$ cat config.mk
export PLATFORM = sky130hd
export DESIGN_NAME = adcsc_top
export DESIGN_NICKNAME = d
export VERILOG_FILES = /design/src/core/adcsc_timer.v /design/src/core/adcsc_dig_in.v /design/src/core/adcsc_top.v
export VERILOG_INCLUDE_DIRS = /design/src /design/src/core
export SDC_FILE = /design/constraint.sdc
export NUM_CORES = 1
export LEC_CHECK = 0
export BUFFER_PORTS_ARGS = -buffer_cell sky130_fd_sc_hd__buf_2
export CAP_MARGIN = 20
export CORE_MARGIN = 4
export CORE_UTILIZATION = 58
export DETAILED_ROUTE_END_ITERATION = 8
export HOLD_SLACK_MARGIN = 0.15
export PLACE_DENSITY_LB_ADDON = 0.25
export SLEW_MARGIN = 10
export SYNTH_ARGS = -nofsm -noshare
export SYNTH_HDL_FRONTEND = slang
export SYNTH_SLANG_ARGS = --single-unit
$ cat constraint.sdc
create_clock -name pclk -period 2.7 [get_ports pclk]
set_input_delay 0.405 -clock pclk [delete_from_list [all_inputs] [get_ports pclk]]
set_output_delay 0.405 -clock pclk [all_outputs]
set_load 0.1 [all_outputs]
$ cat src/core/adcsc_consts.vh
// constants for the a/d sequencer control block
// assumes one clock, pclk at 40 ns, and an apb register port
`ifndef ADCSC_CONSTS_VH
`define ADCSC_CONSTS_VH

// timing
// base clock period taken as one pclk; sized so products stay 16 bits
`define ADCSC_TCL_CYC 16'h0001
`define ADCSC_TCC_X24 16'h0018
`define ADCSC_TCC_X48 16'h0030
`define ADCSC_TCC_X96 16'h0060
`define ADCSC_CONV_STEPS 16'h000A

// register byte offsets
`define ADCSC_OFS_CTRL 8'h00
`define ADCSC_OFS_RESULT 8'h04
`define ADCSC_OFS_INJ_CTRL 8'h08
`define ADCSC_OFS_INJ_RESULT 8'h0C
`define ADCSC_OFS_STATUS 8'h10
`define ADCSC_OFS_MASK 8'h14
`define ADCSC_OFS_DIG_IN 8'h18
`define ADCSC_OFS_DIG_EN 8'h1C

// control register fields
`define ADCSC_CH_LO 0
`define ADCSC_CH_HI 3
`define ADCSC_MODE_LO 4
`define ADCSC_MODE_HI 5
`define ADCSC_WFR_BIT 6
`define ADCSC_OVR_SUSP_BIT 7
`define ADCSC_START_BIT 8
`define ADCSC_BUSY_BIT 9
`define ADCSC_STOP_BIT 10
`define ADCSC_SMP_LO 12
`define ADCSC_SMP_HI 13
`define ADCSC_CTC_LO 14
`define ADCSC_CTC_HI 15
`define ADCSC_CTRL_RST 16'h0000
`define ADCSC_CTRL_WMASK 16'hF0FF

// result registers: value low, channel high
`define ADCSC_RES_HI 9
`define ADCSC_RCH_LO 12
`define ADCSC_RCH_HI 15
`define ADCSC_INJ_REQ_BIT 8
`define ADCSC_INJ_PEND_BIT 9

// modes
`define ADCSC_MODE_SINGLE 2'b00
`define ADCSC_MODE_CONT 2'b01
`define ADCSC_MODE_SCAN 2'b10
`define ADCSC_MODE_SCAN_CONT 2'b11

// conversion clock codes
`define ADCSC_CTC_24 2'b00
`define ADCSC_CTC_96 2'b10
`define ADCSC_CTC_48 2'b11

// status bits
`define ADCSC_ST_DONE 0
`define ADCSC_ST_OVR 1
`define ADCSC_ST_INJ 2
`define ADCSC_ST_W 3

`endif

$ cat src/core/adcsc_timer.v
// one-shot cycle timer for sample and convert phases
// assumes load is a one-cycle pulse with a nonzero count
`default_nettype none
module adcsc_timer (
   input wire pclk,
   input wire presetn,
   input wire load,
   input wire [15:0] count,
   output reg done
);
   reg [15:0] cnt;
   reg running;

   always @(posedge pclk or negedge presetn) begin
      if (!presetn) begin
         cnt <= 16'h0000;
         running <= 1'b0;
         done <= 1'b0;
      end else begin
         done <= 1'b0;
         if (load) begin
            cnt <= count - 16'h0001;
            running <= 1'b1;
         end else if (running) begin
            if (cnt == 16'h0000) begin
               running <= 1'b0;
               done <= 1'b1;
            end else begin
               cnt <= cnt - 16'h0001;
            end
         end
      end
   end
endmodule // adcsc_timer
`default_nettype wire

$ cat src/core/adcsc_dig_in.v
// digital read-back of analog pins not used for conversion
// assumes pins are synchronous to pclk
`default_nettype none
module adcsc_dig_in (
   input wire pclk,
   input wire presetn,
   input wire [15:0] pins,
   input wire [15:0] enable,
   output reg [15:0] value
);
   always @(posedge pclk or negedge presetn) begin
      if (!presetn) begin
         value <= 16'h0000;
      end else begin
         value <= pins & enable;
      end
   end
endmodule // adcsc_dig_in
`default_nettype wire

$ cat src/core/adcsc_top.v
// a/d converter sequencer control with apb registers
// assumes an analog core that samples ana_channel while ana_sample is high
// and presents a settled 10-bit code on ana_data by the end of ana_convert
`include "adcsc_consts.vh"
`default_nettype none
// Contract
// - 10-bit results, 16 channels, shared sample-hold
// - overrun interrupt when unread result is overwritten
// - suspend option: hold next conversion until read
// - unused channel pins readable as digital inputs
// - single mode converts selected channel once
// - continuous mode repeats selected channel forever
// - scan single converts each selected channel once
// - scan continuous restarts scan indefinitely
// - each conversion raises interrupt or transfer request
// - wait-for-read buffers result, pauses until read
// - injected conversion stored in injection result register
// - continuous sequence resumes unchanged after injection
// - conversion clock 24, 96 or 48 base periods
// - sample time 1, 2, 4 or 8 conversion clocks
module adcsc_top (
   input wire pclk,
   input wire presetn,
   input wire [7:0] paddr,
   input wire psel,
   input wire penable,
   input wire pwrite,
   input wire [31:0] pwdata,
   output reg [31:0] prdata,
   output wire pready,
   output reg pslverr,
   input wire [9:0] ana_data,
   output reg [3:0] ana_channel,
   output wire ana_sample,
   output wire ana_convert,
   input wire [15:0] dig_pins,
   output wire adc_busy,
   output reg result_request,
   output wire irq
);
   localparam [4:0] S_IDLE = 5'b00001;
   localparam [4:0] S_NEXT = 5'b00010;
   localparam [4:0] S_SAMP = 5'b00100;
   localparam [4:0] S_CONV = 5'b01000;
   localparam [4:0] S_HOLD = 5'b10000;

   reg [4:0] state;
   reg [15:0] ctrl;
   reg [9:0] result;
   reg [3:0] result_ch;
   reg result_full;
   reg [9:0] temp_buf;
   reg [3:0] temp_ch;
   reg [3:0] inj_ch_sel;
   reg inj_pending;
   reg inj_active;
   reg [9:0] inj_result;
   reg [3:0] inj_result_ch;
   reg [`ADCSC_ST_W-1:0] status;
   reg [`ADCSC_ST_W-1:0] mask;
   reg [15:0] dig_en;
   reg [3:0] seq_ch;
   reg seq_more;
   reg stop_req;
   reg tmr_load;
   reg [15:0] tmr_count;
   wire tmr_done;
   wire [15:0] dig_value;

   wire wr_acc = psel & penable & pwrite;
   wire rd_setup = psel & ~penable & ~pwrite;
   // result counts as read at the setup edge, where its value is latched
   wire rd_result = rd_setup && (paddr == `ADCSC_OFS_RESULT);
   wire wr_ctrl = wr_acc && (paddr == `ADCSC_OFS_CTRL);
   wire wr_inj = wr_acc && (paddr == `ADCSC_OFS_INJ_CTRL);
   wire wr_status = wr_acc && (paddr == `ADCSC_OFS_STATUS);

   wire [1:0] mode = ctrl[`ADCSC_MODE_HI:`ADCSC_MODE_LO];
   wire [3:0] ch_field = ctrl[`ADCSC_CH_HI:`ADCSC_CH_LO];
   wire wfr = ctrl[`ADCSC_WFR_BIT];
   wire ovr_suspend = ctrl[`ADCSC_OVR_SUSP_BIT];
   wire continuous = mode[0];
   wire scanning = mode[1];
   // unread means full and not being read in this very cycle
   wire unread = result_full & ~rd_result;

   // conversion clock period in pclk cycles; reserved code 01 falls back to 24
   reg [15:0] tcc_cyc;
   always @* begin
      case (ctrl[`ADCSC_CTC_HI:`ADCSC_CTC_LO])
         `ADCSC_CTC_96: tcc_cyc = `ADCSC_TCC_X96 * `ADCSC_TCL_CYC;
         `ADCSC_CTC_48: tcc_cyc = `ADCSC_TCC_X48 * `ADCSC_TCL_CYC;
         default: tcc_cyc = `ADCSC_TCC_X24 * `ADCSC_TCL_CYC;
      endcase
   end
   wire [15:0] smp_cyc = tcc_cyc << ctrl[`ADCSC_SMP_HI:`ADCSC_SMP_LO];
   wire [15:0] conv_cyc = tcc_cyc * `ADCSC_CONV_STEPS;

   // next sequence channel and whether the sequence goes on
   reg [3:0] next_seq_ch;
   reg next_more;
   always @* begin
      next_seq_ch = seq_ch;
      next_more = continuous;
      if (scanning) begin
         if (seq_ch == 4'h0) begin
            next_seq_ch = ch_field;
         end else begin
            next_seq_ch = seq_ch - 4'h1;
            next_more = 1'b1;
         end
      end
   end

   assign adc_busy = ~state[0];
   assign ana_sample = state[2];
   assign ana_convert = state[3];
   assign pready = 1'b1;
   assign irq = |(status & mask);

   adcsc_timer u_timer (
      .pclk(pclk),
      .presetn(presetn),
      .load(tmr_load),
      .count(tmr_count),
      .done(tmr_done)
   );

   adcsc_dig_in u_dig_in (
      .pclk(pclk),
      .presetn(presetn),
      .pins(dig_pins),
      .enable(dig_en),
      .value(dig_value)
   );

   always @(posedge pclk or negedge presetn) begin
      if (!presetn) begin
         state <= S_IDLE;
         ctrl <= `ADCSC_CTRL_RST;
         result <= 10'h000;
         result_ch <= 4'h0;
         result_full <= 1'b0;
         temp_buf <= 10'h000;
         temp_ch <= 4'h0;
         inj_ch_sel <= 4'h0;
         inj_pending <= 1'b0;
         inj_active <= 1'b0;
         inj_result <= 10'h000;
         inj_result_ch <= 4'h0;
         status <= {`ADCSC_ST_W{1'b0}};
         mask <= {`ADCSC_ST_W{1'b0}};
         dig_en <= 16'h0000;
         seq_ch <= 4'h0;
         seq_more <= 1'b0;
         stop_req <= 1'b0;
         tmr_load <= 1'b0;
         tmr_count <= 16'h0000;
         ana_channel <= 4'h0;
         result_request <= 1'b0;
      end else begin
         tmr_load <= 1'b0;
         result_request <= 1'b0;
         // register writes; flags set below win over these clears
         if (wr_ctrl) begin
            ctrl <= pwdata[15:0] & `ADCSC_CTRL_WMASK;
            if (pwdata[`ADCSC_STOP_BIT]) begin
               stop_req <= 1'b1;
            end
         end
         if (wr_acc && paddr == `ADCSC_OFS_MASK) begin
            mask <= pwdata[`ADCSC_ST_W-1:0];
         end
         if (wr_acc && paddr == `ADCSC_OFS_DIG_EN) begin
            dig_en <= pwdata[15:0];
         end
         if (wr_inj) begin
            inj_ch_sel <= pwdata[`ADCSC_CH_HI:`ADCSC_CH_LO];
         end
         if (wr_status) begin
            status <= status & ~pwdata[`ADCSC_ST_W-1:0];
         end
         if (rd_result) begin
            result_full <= 1'b0;
         end
         // injection only taken while a continuous sequence runs
         if (wr_inj && pwdata[`ADCSC_INJ_REQ_BIT] && continuous && !state[0]) begin
            inj_pending <= 1'b1;
         end
         case (state)
            S_IDLE: begin
               if (wr_ctrl && pwdata[`ADCSC_START_BIT]) begin
                  seq_ch <= pwdata[`ADCSC_CH_HI:`ADCSC_CH_LO];
                  stop_req <= 1'b0;
                  state <= S_NEXT;
               end
            end
            S_NEXT: begin
               if (stop_req) begin
                  state <= S_IDLE;
               end else if (inj_pending) begin
                  inj_pending <= 1'b0;
                  inj_active <= 1'b1;
                  ana_channel <= inj_ch_sel;
                  tmr_count <= smp_cyc;
                  tmr_load <= 1'b1;
                  state <= S_SAMP;
               end else if (!(ovr_suspend && unread)) begin
                  ana_channel <= seq_ch;
                  tmr_count <= smp_cyc;
                  tmr_load <= 1'b1;
                  state <= S_SAMP;
               end
            end
            S_SAMP: begin
               if (tmr_done) begin
                  tmr_count <= conv_cyc;
                  tmr_load <= 1'b1;
                  state <= S_CONV;
               end
            end
            S_CONV: begin
               if (tmr_done) begin
                  if (inj_active) begin
                     inj_active <= 1'b0;
                     inj_result <= ana_data;
                     inj_result_ch <= ana_channel;
                     status[`ADCSC_ST_INJ] <= 1'b1;
                     state <= S_NEXT;
                  end else begin
                     seq_ch <= next_seq_ch;
                     seq_more <= next_more;
                     result_request <= 1'b1;
                     status[`ADCSC_ST_DONE] <= 1'b1;
                     if (unread && wfr) begin
                        temp_buf <= ana_data;
                        temp_ch <= ana_channel;
                        state <= S_HOLD;
                     end else begin
                        result <= ana_data;
                        result_ch <= ana_channel;
                        result_full <= 1'b1;
                        if (unread) begin
                           status[`ADCSC_ST_OVR] <= 1'b1;
                        end
                        state <= next_more ? S_NEXT : S_IDLE;
                     end
                  end
               end
            end
            S_HOLD: begin
               if (!unread) begin
                  result <= temp_buf;
                  result_ch <= temp_ch;
                  result_full <= 1'b1;
                  state <= seq_more ? S_NEXT : S_IDLE;
               end
            end
            default: state <= S_IDLE;
         endcase
      end
   end

   // read data registered in the setup phase, so reads need no wait state
   always @(posedge pclk or negedge presetn) begin
      if (!presetn) begin
         prdata <= 32'h0000_0000;
         pslverr <= 1'b0;
      end else if (psel && !penable) begin
         prdata <= 32'h0000_0000;
         pslverr <= 1'b0;
         if (paddr == `ADCSC_OFS_CTRL) begin
            if (rd_setup) begin
               prdata[15:0] <= ctrl;
               prdata[`ADCSC_BUSY_BIT] <= adc_busy;
            end
         end else if (paddr == `ADCSC_OFS_RESULT) begin
            if (rd_setup) begin
               prdata[`ADCSC_RES_HI:0] <= result;
               prdata[`ADCSC_RCH_HI:`ADCSC_RCH_LO] <= result_ch;
            end
         end else if (paddr == `ADCSC_OFS_INJ_CTRL) begin
            if (rd_setup) begin
               prdata[`ADCSC_CH_HI:`ADCSC_CH_LO] <= inj_ch_sel;
               prdata[`ADCSC_INJ_PEND_BIT] <= inj_pending | inj_active;
            end
         end else if (paddr == `ADCSC_OFS_INJ_RESULT) begin
            if (rd_setup) begin
               prdata[`ADCSC_RES_HI:0] <= inj_result;
               prdata[`ADCSC_RCH_HI:`ADCSC_RCH_LO] <= inj_result_ch;
            end
         end else if (paddr == `ADCSC_OFS_STATUS) begin
            if (rd_setup) begin
               prdata[`ADCSC_ST_W-1:0] <= status;
            end
         end else if (paddr == `ADCSC_OFS_MASK) begin
            if (rd_setup) begin
               prdata[`ADCSC_ST_W-1:0] <= mask;
            end
         end else if (paddr == `ADCSC_OFS_DIG_IN) begin
            if (rd_setup) begin
               prdata[15:0] <= dig_value;
            end
         end else if (paddr == `ADCSC_OFS_DIG_EN) begin
            if (rd_setup) begin
               prdata[15:0] <= dig_en;
            end
         end else begin
            pslverr <= 1'b1;
         end
      end
   end
endmodule // adcsc_top
`default_nettype wire

==> results_dict.tcl, run 1 <==
set metrics [dict create \
    drc 0 \
    yosys.area.top_type "dfrtp_1" \
    slew_headroom_pct 59.8 \
    postSynthCellCount 753 \
    n_fill_cell 983 \
    clkTransAtPathRegs_ps 70 \
    nNetsFinal 924 \
    worst_pin_slew_ps 597 \
    cts_tree "built" \
    min_period_ps 2410 \
    ys_ff_latch 159 \
    synthArstFlopShare_pct 100 \
    ant_nets 0 \
    grt_pass1_wl_mm 33.6 \
    clock_path_buffers 2 \
    status "complete, no violations" \
    clk_latency_ps 430 \
    rr_worst_depth 5 \
    wl_per_cell_um 20.3 \
    tritoncts.num_buffers 17 \
    setup_viol 0 \
    drt_iter0_markers 555 \
    finalCritPeriodShare_pct 89.3 \
    hold_end "u_dig_in.value[15]" \
    ys_dominant_reg_cell "dfrtp_1" \
    die_w_um 126 \
    cp_top_family "simple AND/OR/NAND/NOR gates" \
    vias 6478 \
    p_leak_nw 4.28 \
    p_per_area_nw_per_um2 745 \
    syn_avg_cell_area_um2 10.6 \
    mappedNetlistArea_um2 8010 \
    crit_chain "nor4_1, nand3_1, inv_1, nand2_2, mux2_2" \
    pre_cts_slack_ps 258 \
    start_util_pct 59.8 \
    crit_buf_inv 1 \
    fin_util_pct 68.8 \
    ys_types 78 \
    final_max_slew_viol_count 0 \
    die-area_um2 15800 \
    io_buffers 80 \
    grt_pass1_vias 6367 \
    max_stage_delay_ps 580 \
    post-cts-setup-buffers 0 \
    antenna_found_initial 1 \
    h-tree-depth 4 \
    fmax_mhz 415 \
    finalHoldViolCount 0 \
    die_h_um 126 \
    hold_path_class "primary input to flop" \
    numClockSinks 159 \
    ios 114 \
    crit_fanout 14 \
    synth_top_area_share_pct 49.4 \
    yosysWarningCount 0 \
    cts_root_buf "clkbuf_16" \
    drt_wl_total_mm 21.0 \
    grt_usage_pct 26.9 \
    regToRegEndpoint "temp_buf[4]" \
    hp-start "dig_pins[15]" \
    firstDrtPassIters 5 \
    area_growth_pct 15.1 \
    critical_path.slowest_cell "nor4_1" \
    grt_max_degree 71 \
    reg2reg_from "state[4]" \
    hold_depth 2 \
    synth.most_common_cell "dfrtp_1" \
    irDropWorstVdd_mv 0.612 \
    worstPathRequired_ps 3000 \
    antennaDiodeCount 0 \
    regToRegSetupSlack_ps 290 \
    fin_skew_ps 9.34 \
    synth.area.top_cells "dfrtp_1, mux2_2, nand2_1" \
    core_um2 13400 \
    cp-end-kind "flop" \
    start_kind "flop" \
    fin_tns_setup_ps 0 \
    timing.max_cap.violations 0 \
    synth_edf_count 0 \
    layout_setup_ws_ps 288 \
    final_layout_size_suffix_gt1_share_pct 28.0 \
    globalplace.congestion 0.913 \
    yosysSeqAreaShare_pct 49.7 \
    grt_remaining_overflow 0 \
    synth_common_cells "dfrtp_1, nand2_1, mux2_2, nor2_1, a21oi_1" \
    dp_hpwl_mm 14.9 \
    cp_data_arrival_time_ps 2720 \
    num_rows 42 \
    rsz0062_at_grt "no" \
    vias_per_cell 6.25 \
    critical_path_class "flop to flop" \
]
-- worst max-delay path by stage --
stage,start,end,cells after the start,slack (ps)
after detailed placement,paddr[2],tmr_count[3],7,260
final,state[4],temp_buf[4],5,290
after floorplan,state[3],seq_ch[2],6,220
after global routing,tmr_load,u_timer.cnt[14],7,120
after CTS,u_timer.cnt[12],u_timer.cnt[4],5,310
after global placement,paddr[2],tmr_count[5],7,290
-- where the power goes --
| group | internal [mW] | leakage (nW) | switching (mW) |
|---|---|---|---|
| logic | 0.539 | 1.97 | 1.13 |
| clock network | 1.27 | 0.276 | 1.01 |
| registers | 2.60 | 2.03 | 0.308 |
-- registers in the layout, summed over array words and instances, names as in the netlist, 5 cells and up --
name	count
u_dig_in.value	16
state	5
result	10
u_timer.cnt	16
dig_en	16
tmr_count	8
ctrl	12
prdata	16
temp_buf	10
inj_result	10
-- through the flow --
step / cell area [um2] / hold slack (ps) / std cells / total power, mW
2_1_floorplan: 8070 / 109 / 768 / 4.20
3_3_place_gp: 8650 / 350 / 1004 / 4.52
3_5_place_dp: 8650 / 349 / 1004 / 4.59
4_1_cts: 9220 / 185 / 1036 / 6.88
5_1_grt: 9220 / 178 / 1036 / 7.18
6_report: 9220 / 188 / 1036 / 6.86
-- logic make-up after synthesis --
family / synth area share [%]
AO/OA/AOI/OAI: 13.8
XOR/XNOR: 1.53
adder cells (fa/ha/maj): 0.781
buffers and inverters: 4.79
flip-flops: 49.7
multiplexers: 13.4
other: 0.0937
AND/OR/NAND/NOR: 16.0
-- worst register-to-register path, cell delays in order, from the launching register on --
cell	delay [ps]
dfrtp_1	440
nor4_1	580
nand3_1	250
inv_1	300
nand2_2	330
mux2_2	390
-- cells in the final DEF (no fill, tap or decap), types with 9 or more instances in the layout --
cell / synthesis / final
mux2i_1: 16 / 16
nor3_1: 20 / 20
xnor2_1: 9 / 9
buf_2: 7 / 79
buf_4: 21 / 32
conb_1: 2 / 17
nand2_1: 85 / 85
inv_1: 20 / 20
clkbuf_16: 0 / 17
o21ai_0: 20 / 20
dfrtp_1: 158 / 158
a31oi_1: 20 / 20
a21oi_1: 31 / 31
nor2_1: 49 / 49
and2_1: 20 / 20
mux2_2: 75 / 75
nand3_1: 12 / 12
-- area by class of cell --
| type | count | area (um2) | area share [%] |
|---|---|---|---|
| clock buffer | 20 | 467 | 5.06 |
| multi-input combinational | 536 | 3700 | 40.2 |
| clock inverter | 11 | 95.1 | 1.03 |
| tap | 176 | 220 | 2.39 |
| inverter | 20 | 75.1 | 0.814 |
| sequential | 159 | 3980 | 43.2 |
| timing repair buffer | 114 | 677 | 7.34 |
-- per-layer routing --
metal | wire length [um] | global-route usage, % | vias to the layer above
met2 | 10200 | 43.8 | 293
met1 | 8700 | 35.3 | 3206
met4 | 634 | 10.5 | 2
met3 | 1470 | 5.71 | 62
li1 | - | - | 2915
met5 | 7 | 0 | -
-- repair_timing --
item | CTS | global route
hold buffers | 1 | 0
endpoints found under the hold margin | 41 | 0
gates resized for setup | 0 | 0
Power figures use the tool's default switching activity.
==> inputs of run 2 (changes only) <==
--- a/config.mk
+++ b/config.mk
@@ -6,14 +6,15 @@
 export SDC_FILE = /design/constraint.sdc
 export NUM_CORES = 1
 export LEC_CHECK = 0
-export BUFFER_PORTS_ARGS = -buffer_cell sky130_fd_sc_hd__buf_2
+export BUFFER_PORTS_ARGS = -buffer_cell sky130_fd_sc_hd__clkbuf_2
 export CAP_MARGIN = 20
 export CORE_MARGIN = 4
 export CORE_UTILIZATION = 58
+export CTS_BUF_LIST = sky130_fd_sc_hd__clkbuf_16
 export DETAILED_ROUTE_END_ITERATION = 8
 export HOLD_SLACK_MARGIN = 0.15
 export PLACE_DENSITY_LB_ADDON = 0.25
-export SLEW_MARGIN = 10
+export SLEW_MARGIN = 20
 export SYNTH_ARGS = -nofsm -noshare
 export SYNTH_HDL_FRONTEND = slang
 export SYNTH_SLANG_ARGS = --single-unit
==> run 2 against run 1 <==
Total power increased by 0.49%. Maximum frequency increased by 0.27%. Sequential power barely moved. Die area unchanged. Global-route usage grew 0.25 points. Utilization up 0.10 points. Via count is 0.17% higher. Hold slack about the same. Clock skew is 2.8 ps lower. Setup slack improved by 6.6 ps. Non-clock buffer count is 1 higher. Critical path type unchanged. Critical endpoint is now u_timer.cnt[4].
==> results_dict.tcl, run 2 (synthesis gave the netlist of run 1 again) <==
set metrics [dict create \
    status "complete, no violations" \
    hold_path_class "primary input to flop" \
    crit_fanout 8 \
    gr-usage-met2_pct 44.6 \
    ios 114 \
    drc 0 \
    finalHoldViolCount 0 \
    drt_iter0_markers 639 \
    regToRegSetupSlack_ps 290 \
    final_layout_size_suffix_gt1_share_pct 28.0 \
    grt_util_met3_pct 5.88 \
    reg2reg_from "u_timer.cnt[11]" \
    final_max_slew_viol_count 0 \
    vias_per_cell 6.25 \
    io_buffers 80 \
    start_kind "flop" \
    use_met1_pct 35.6 \
    min_period_ps 2410 \
    h-tree-depth 4 \
    antennaDiodeCount 0 \
    start_util_pct 59.8 \
    fin_tns_setup_ps 0 \
    p_per_area_nw_per_um2 747 \
    setup_viol 0 \
    crit_start "u_timer.cnt[11]" \
    mostFrequentLayoutCells "dfrtp_1, nand2_1, clkbuf_2" \
    final_common_cell "dfrtp_1" \
    whs_ps 188 \
    regToRegEndpoint "u_timer.cnt[4]" \
    fin_skew_ps 6.53 \
    cp_data_arrival_time_ps 2710 \
    finalCritPeriodShare_pct 89.1 \
    wl_per_cell_um 20.3 \
    antenna_found_initial 0 \
    die_w_um 126 \
    fmax_mhz 416 \
    worstPathRequired_ps 3010 \
    die-area_um2 15800 \
    firstDrtPassIters 8 \
    grt_busiest_layer "met2" \
    area_growth_pct 15.2 \
    rsz0062_at_grt "no" \
    clk_latency_ps 430 \
    vias 6489 \
    worst_pin_slew_ps 579 \
    cts_tree "built" \
    num_rows 42 \
    nNetsFinal 925 \
    grt_max_degree 71 \
    irDropWorstVdd_mv 0.495 \
    grt_usage_pct 27.1 \
    drt_wl_total_mm 21.1 \
    die_h_um 126 \
    pre_cts_slack_ps 143 \
    grt_remaining_overflow 0 \
    numClockSinks 159 \
    rr_worst_depth 5 \
    cts_root_buf "clkbuf_16" \
    crit_end "u_timer.cnt[4]" \
    layout_setup_ws_ps 295 \
    clock_path_buffers 2 \
    tritoncts.num_buffers 17 \
    dp_hpwl_mm 15.0 \
    p_leak_nw 4.28 \
    finalPower_mw 6.90 \
    n_fill_cell 1018 \
    grt_pass1_vias 6324 \
    globalplace.congestion 0.943 \
    slew_headroom_pct 61.0 \
    critical_path_class "flop to flop" \
    cp-end-kind "flop" \
    grt_pass1_wl_mm 33.9 \
    timing.max_cap.violations 0 \
    clkTransAtPathRegs_ps 70 \
    core_um2 13400 \
    ant_nets 0 \
]
-- run 2: cell types whose count changed in the layout (fill, tap and decap cells not counted), moves of 2 or more --
| cell | delta |
|---|---|
| buf_2 | -79 |
| clkbuf_2 | +79 |
| clkbuf_8 | -3 |
| inv_6 | -3 |
| clkinv_1 | +2 |
| inv_8 | +2 |
-- run 2: repair_timing --
action / in CTS / in global routing
hold buffers: 1 / 0
endpoints found under the setup margin: 0 / 14
setup buffers: 0 / 0
gates resized for setup: 0 / 1
hold endpoints to repair: 17 / 0
-- run 2: worst min-delay path by stage --
stage                     cells past startpoint   startpoint           endpoint
final                                         2  dig_pins[2]  u_dig_in.value[2]
after global placement                        1      presetn            mask[2]
after floorplan                               0      presetn     ana_channel[0]
after CTS                                     2  dig_pins[2]  u_dig_in.value[2]
after global routing                          2  dig_pins[5]  u_dig_in.value[5]
after detailed placement                      1      presetn            mask[2]
-- run 2: metrics by stage --
| stage | util (%) | cell area [um2] | cells |
|---|---|---|---|
| detailed placement | 64.6 | 8650 | 1005 |
| CTS | 68.8 | 9230 | 1038 |
| floorplan | - | 8070 | 768 |
| global route | 68.9 | 9230 | 1038 |
| global placement | 64.6 | 8650 | 1005 |
| finish | 68.9 | 9230 | 1038 |
-- run 2: report_power, final --
group          switching, mW  internal [mW]  total, mW
Combinational           1.13          0.541       1.67
Sequential             0.313           2.60       2.91
Clock                   1.03           1.28       2.31
-- run 2: cell type report --
cell class                 instances  area (um2)  area share [%]
inverter                          20        75.1           0.813
tap                              176         220            2.39
clock inverter                    15         136            1.48
clock buffer                      17         425            4.61
timing repair buffer             115         684            7.41
sequential                       159        3980            43.1
multi-input combinational        536        3710            40.2
-- run 2: critical path, stage by stage (launching register included) --
cell     delay, ps
dfrtp_1        420
or4_1          550
or4_1          590
o21ai_4        350
nor3_1          80
o31a_1         290
-- run 2: layer usage --
metal  vias to the layer above  wire length (um)
li1                       2914                 -
met1                      3210              8520
met2                       307             10300
met3                        58              1550
met4                         0               698
met5                         -                 0
==> inputs of run 3 (changes only) <==
--- a/config.mk
+++ b/config.mk
@@ -8,6 +8,7 @@
 export LEC_CHECK = 0
 export BUFFER_PORTS_ARGS = -buffer_cell sky130_fd_sc_hd__clkbuf_2
 export CAP_MARGIN = 20
+export CORE_ASPECT_RATIO = 0.9
 export CORE_MARGIN = 4
 export CORE_UTILIZATION = 58
 export CTS_BUF_LIST = sky130_fd_sc_hd__clkbuf_16
==> run 3 against run 2 <==
Setup slack lost 26 ps. Sequential power is essentially flat. Die area is essentially flat. Clock power grew 15%.
==> results_dict.tcl, run 3 (synthesis gave the netlist of run 1 again) <==
set metrics [dict create \
    status "complete, no violations" \
    final_layout_size_suffix_gt1_share_pct 27.9 \
    h-tree-depth 4 \
    clkTransAtPathRegs_ps 70 \
    clock_path_buffers 2 \
    ios 114 \
    crit_buf_inv 1 \
    worstPathRequired_ps 3010 \
    wl_met2_mm 9.90 \
    num_rows 40 \
    critical_path.slowest_cell "nor4_1" \
    rr_worst_depth 5 \
    crit_fanout 14 \
    die_w_um 132 \
    p_leak_nw 4.32 \
    io_buffers 80 \
    rsz0062_at_grt "no" \
    grt_max_degree 64 \
    drt_wl_total_mm 21.3 \
    dp_hpwl_mm 15.3 \
    firstDrtPassIters 6 \
    cp-end-kind "flop" \
    drc 0 \
    start_kind "flop" \
    hold_depth 2 \
    grt_pass1_vias 6377 \
    min_period_ps 2430 \
    cts_resized 0 \
    cts_root_buf "clkbuf_16" \
    worst_pin_slew_ps 717 \
    drt_iter0_markers 608 \
    reg2reg_from "state[4]" \
    regToRegEndpoint "temp_buf[9]" \
    start_util_pct 59.5 \
    antenna_found_initial 0 \
    tritoncts.num_buffers 17 \
    clk_latency_ps 430 \
    fin_skew_ps 9.90 \
    final_max_slew_viol_count 0 \
    cp.depth 5 \
    cp_data_arrival_time_ps 2740 \
    area_growth_pct 16.1 \
    cts_tree "built" \
    slew_headroom_pct 52.1 \
    hold_path_class "primary input to flop" \
    vias 6524 \
    die_h_um 119 \
    irDropWorstVdd_mv 0.564 \
    globalplace.congestion 1.01 \
    wl_met1_mm 8.99 \
    mostFrequentLayoutCells "dfrtp_1, nand2_1, clkbuf_2" \
    critical_path_class "flop to flop" \
    finalHoldViolCount 0 \
    core_um2 13500 \
    crit_end "temp_buf[9]" \
    whs_ps 182 \
    highest_layer "met4" \
    met3_length_mm 2.02 \
    nNetsFinal 921 \
    final_common_cell "dfrtp_1" \
    cp_top_family "simple AND/OR/NAND/NOR gates" \
    setup_viol 0 \
    finalCritPeriodShare_pct 90.1 \
    fmax_mhz 411 \
    fin_tns_setup_ps 0 \
    grt_remaining_overflow 0 \
    wl_per_cell_um 20.8 \
    regToRegSetupSlack_ps 270 \
    vias_per_cell 6.36 \
    post-cts-setup-buffers 0 \
    numClockSinks 159 \
    antennaDiodeCount 0 \
    crit_chain "nor4_1, nand3_1, inv_1, nand2_2, mux2_2" \
    grt_pass1_wl_mm 34.5 \
    ant_nets 0 \
    max_stage_delay_ps 570 \
    die-area_um2 15800 \
    timing.max_cap.violations 0 \
    crit_start "state[4]" \
    holdBufCountCts 1 \
    grt_usage_pct 27.9 \
    p_per_area_nw_per_um2 780 \
]
## run 3: routing by layer
layer	vias up	global-route usage, %
met5	-	0
met4	0	10.2
met3	35	7.25
met2	336	42.7
met1	3248	38.8
li1	2905	-
## run 3: cell type report
type / instances / area [um2]
Clock inverter: 15 / 229
Multi-Input combinational cell: 536 / 3700
Tap cell: 168 / 210
Timing Repair Buffer: 111 / 679
Fill cell: 970 / 4160
Clock buffer: 17 / 425
Sequential cell: 159 / 3980
Inverter: 20 / 75.1
## run 3: metrics by stage
| step | cells | cell area (um2) | power [mW] | utilization (%) | setup slack, ps |
|---|---|---|---|---|---|
| after floorplan | 768 | 8070 | 4.20 | - | 220 |
| after global placement | 993 | 8640 | 4.53 | 64.2 | 299 |
| after detailed placement | 993 | 8640 | 4.61 | 64.2 | 277 |
| after CTS | 1026 | 9300 | 7.26 | 69.1 | 290 |
| after global routing | 1026 | 9300 | 7.56 | 69.1 | 116 |
| final | 1026 | 9300 | 7.26 | 69.1 | 269 |
## run 3: where the power goes
| group | switching (mW) | internal [mW] | total [mW] |
|---|---|---|---|
| Clock | 1.07 | 1.59 | 2.66 |
| Combinational | 1.16 | 0.537 | 1.70 |
| Sequential | 0.304 | 2.60 | 2.90 |
| Total | 2.53 | 4.72 | 7.26 |
## run 3: worst min-delay path by stage
stage                        endpoint         from  slack (ps)
global route        u_dig_in.value[6]  dig_pins[6]         170
floorplan              ana_channel[0]      presetn         110
CTS                 u_dig_in.value[6]  dig_pins[6]         170
finish              u_dig_in.value[4]  dig_pins[4]         180
detailed placement         prdata[11]      presetn         450
global placement            result[2]      presetn         440
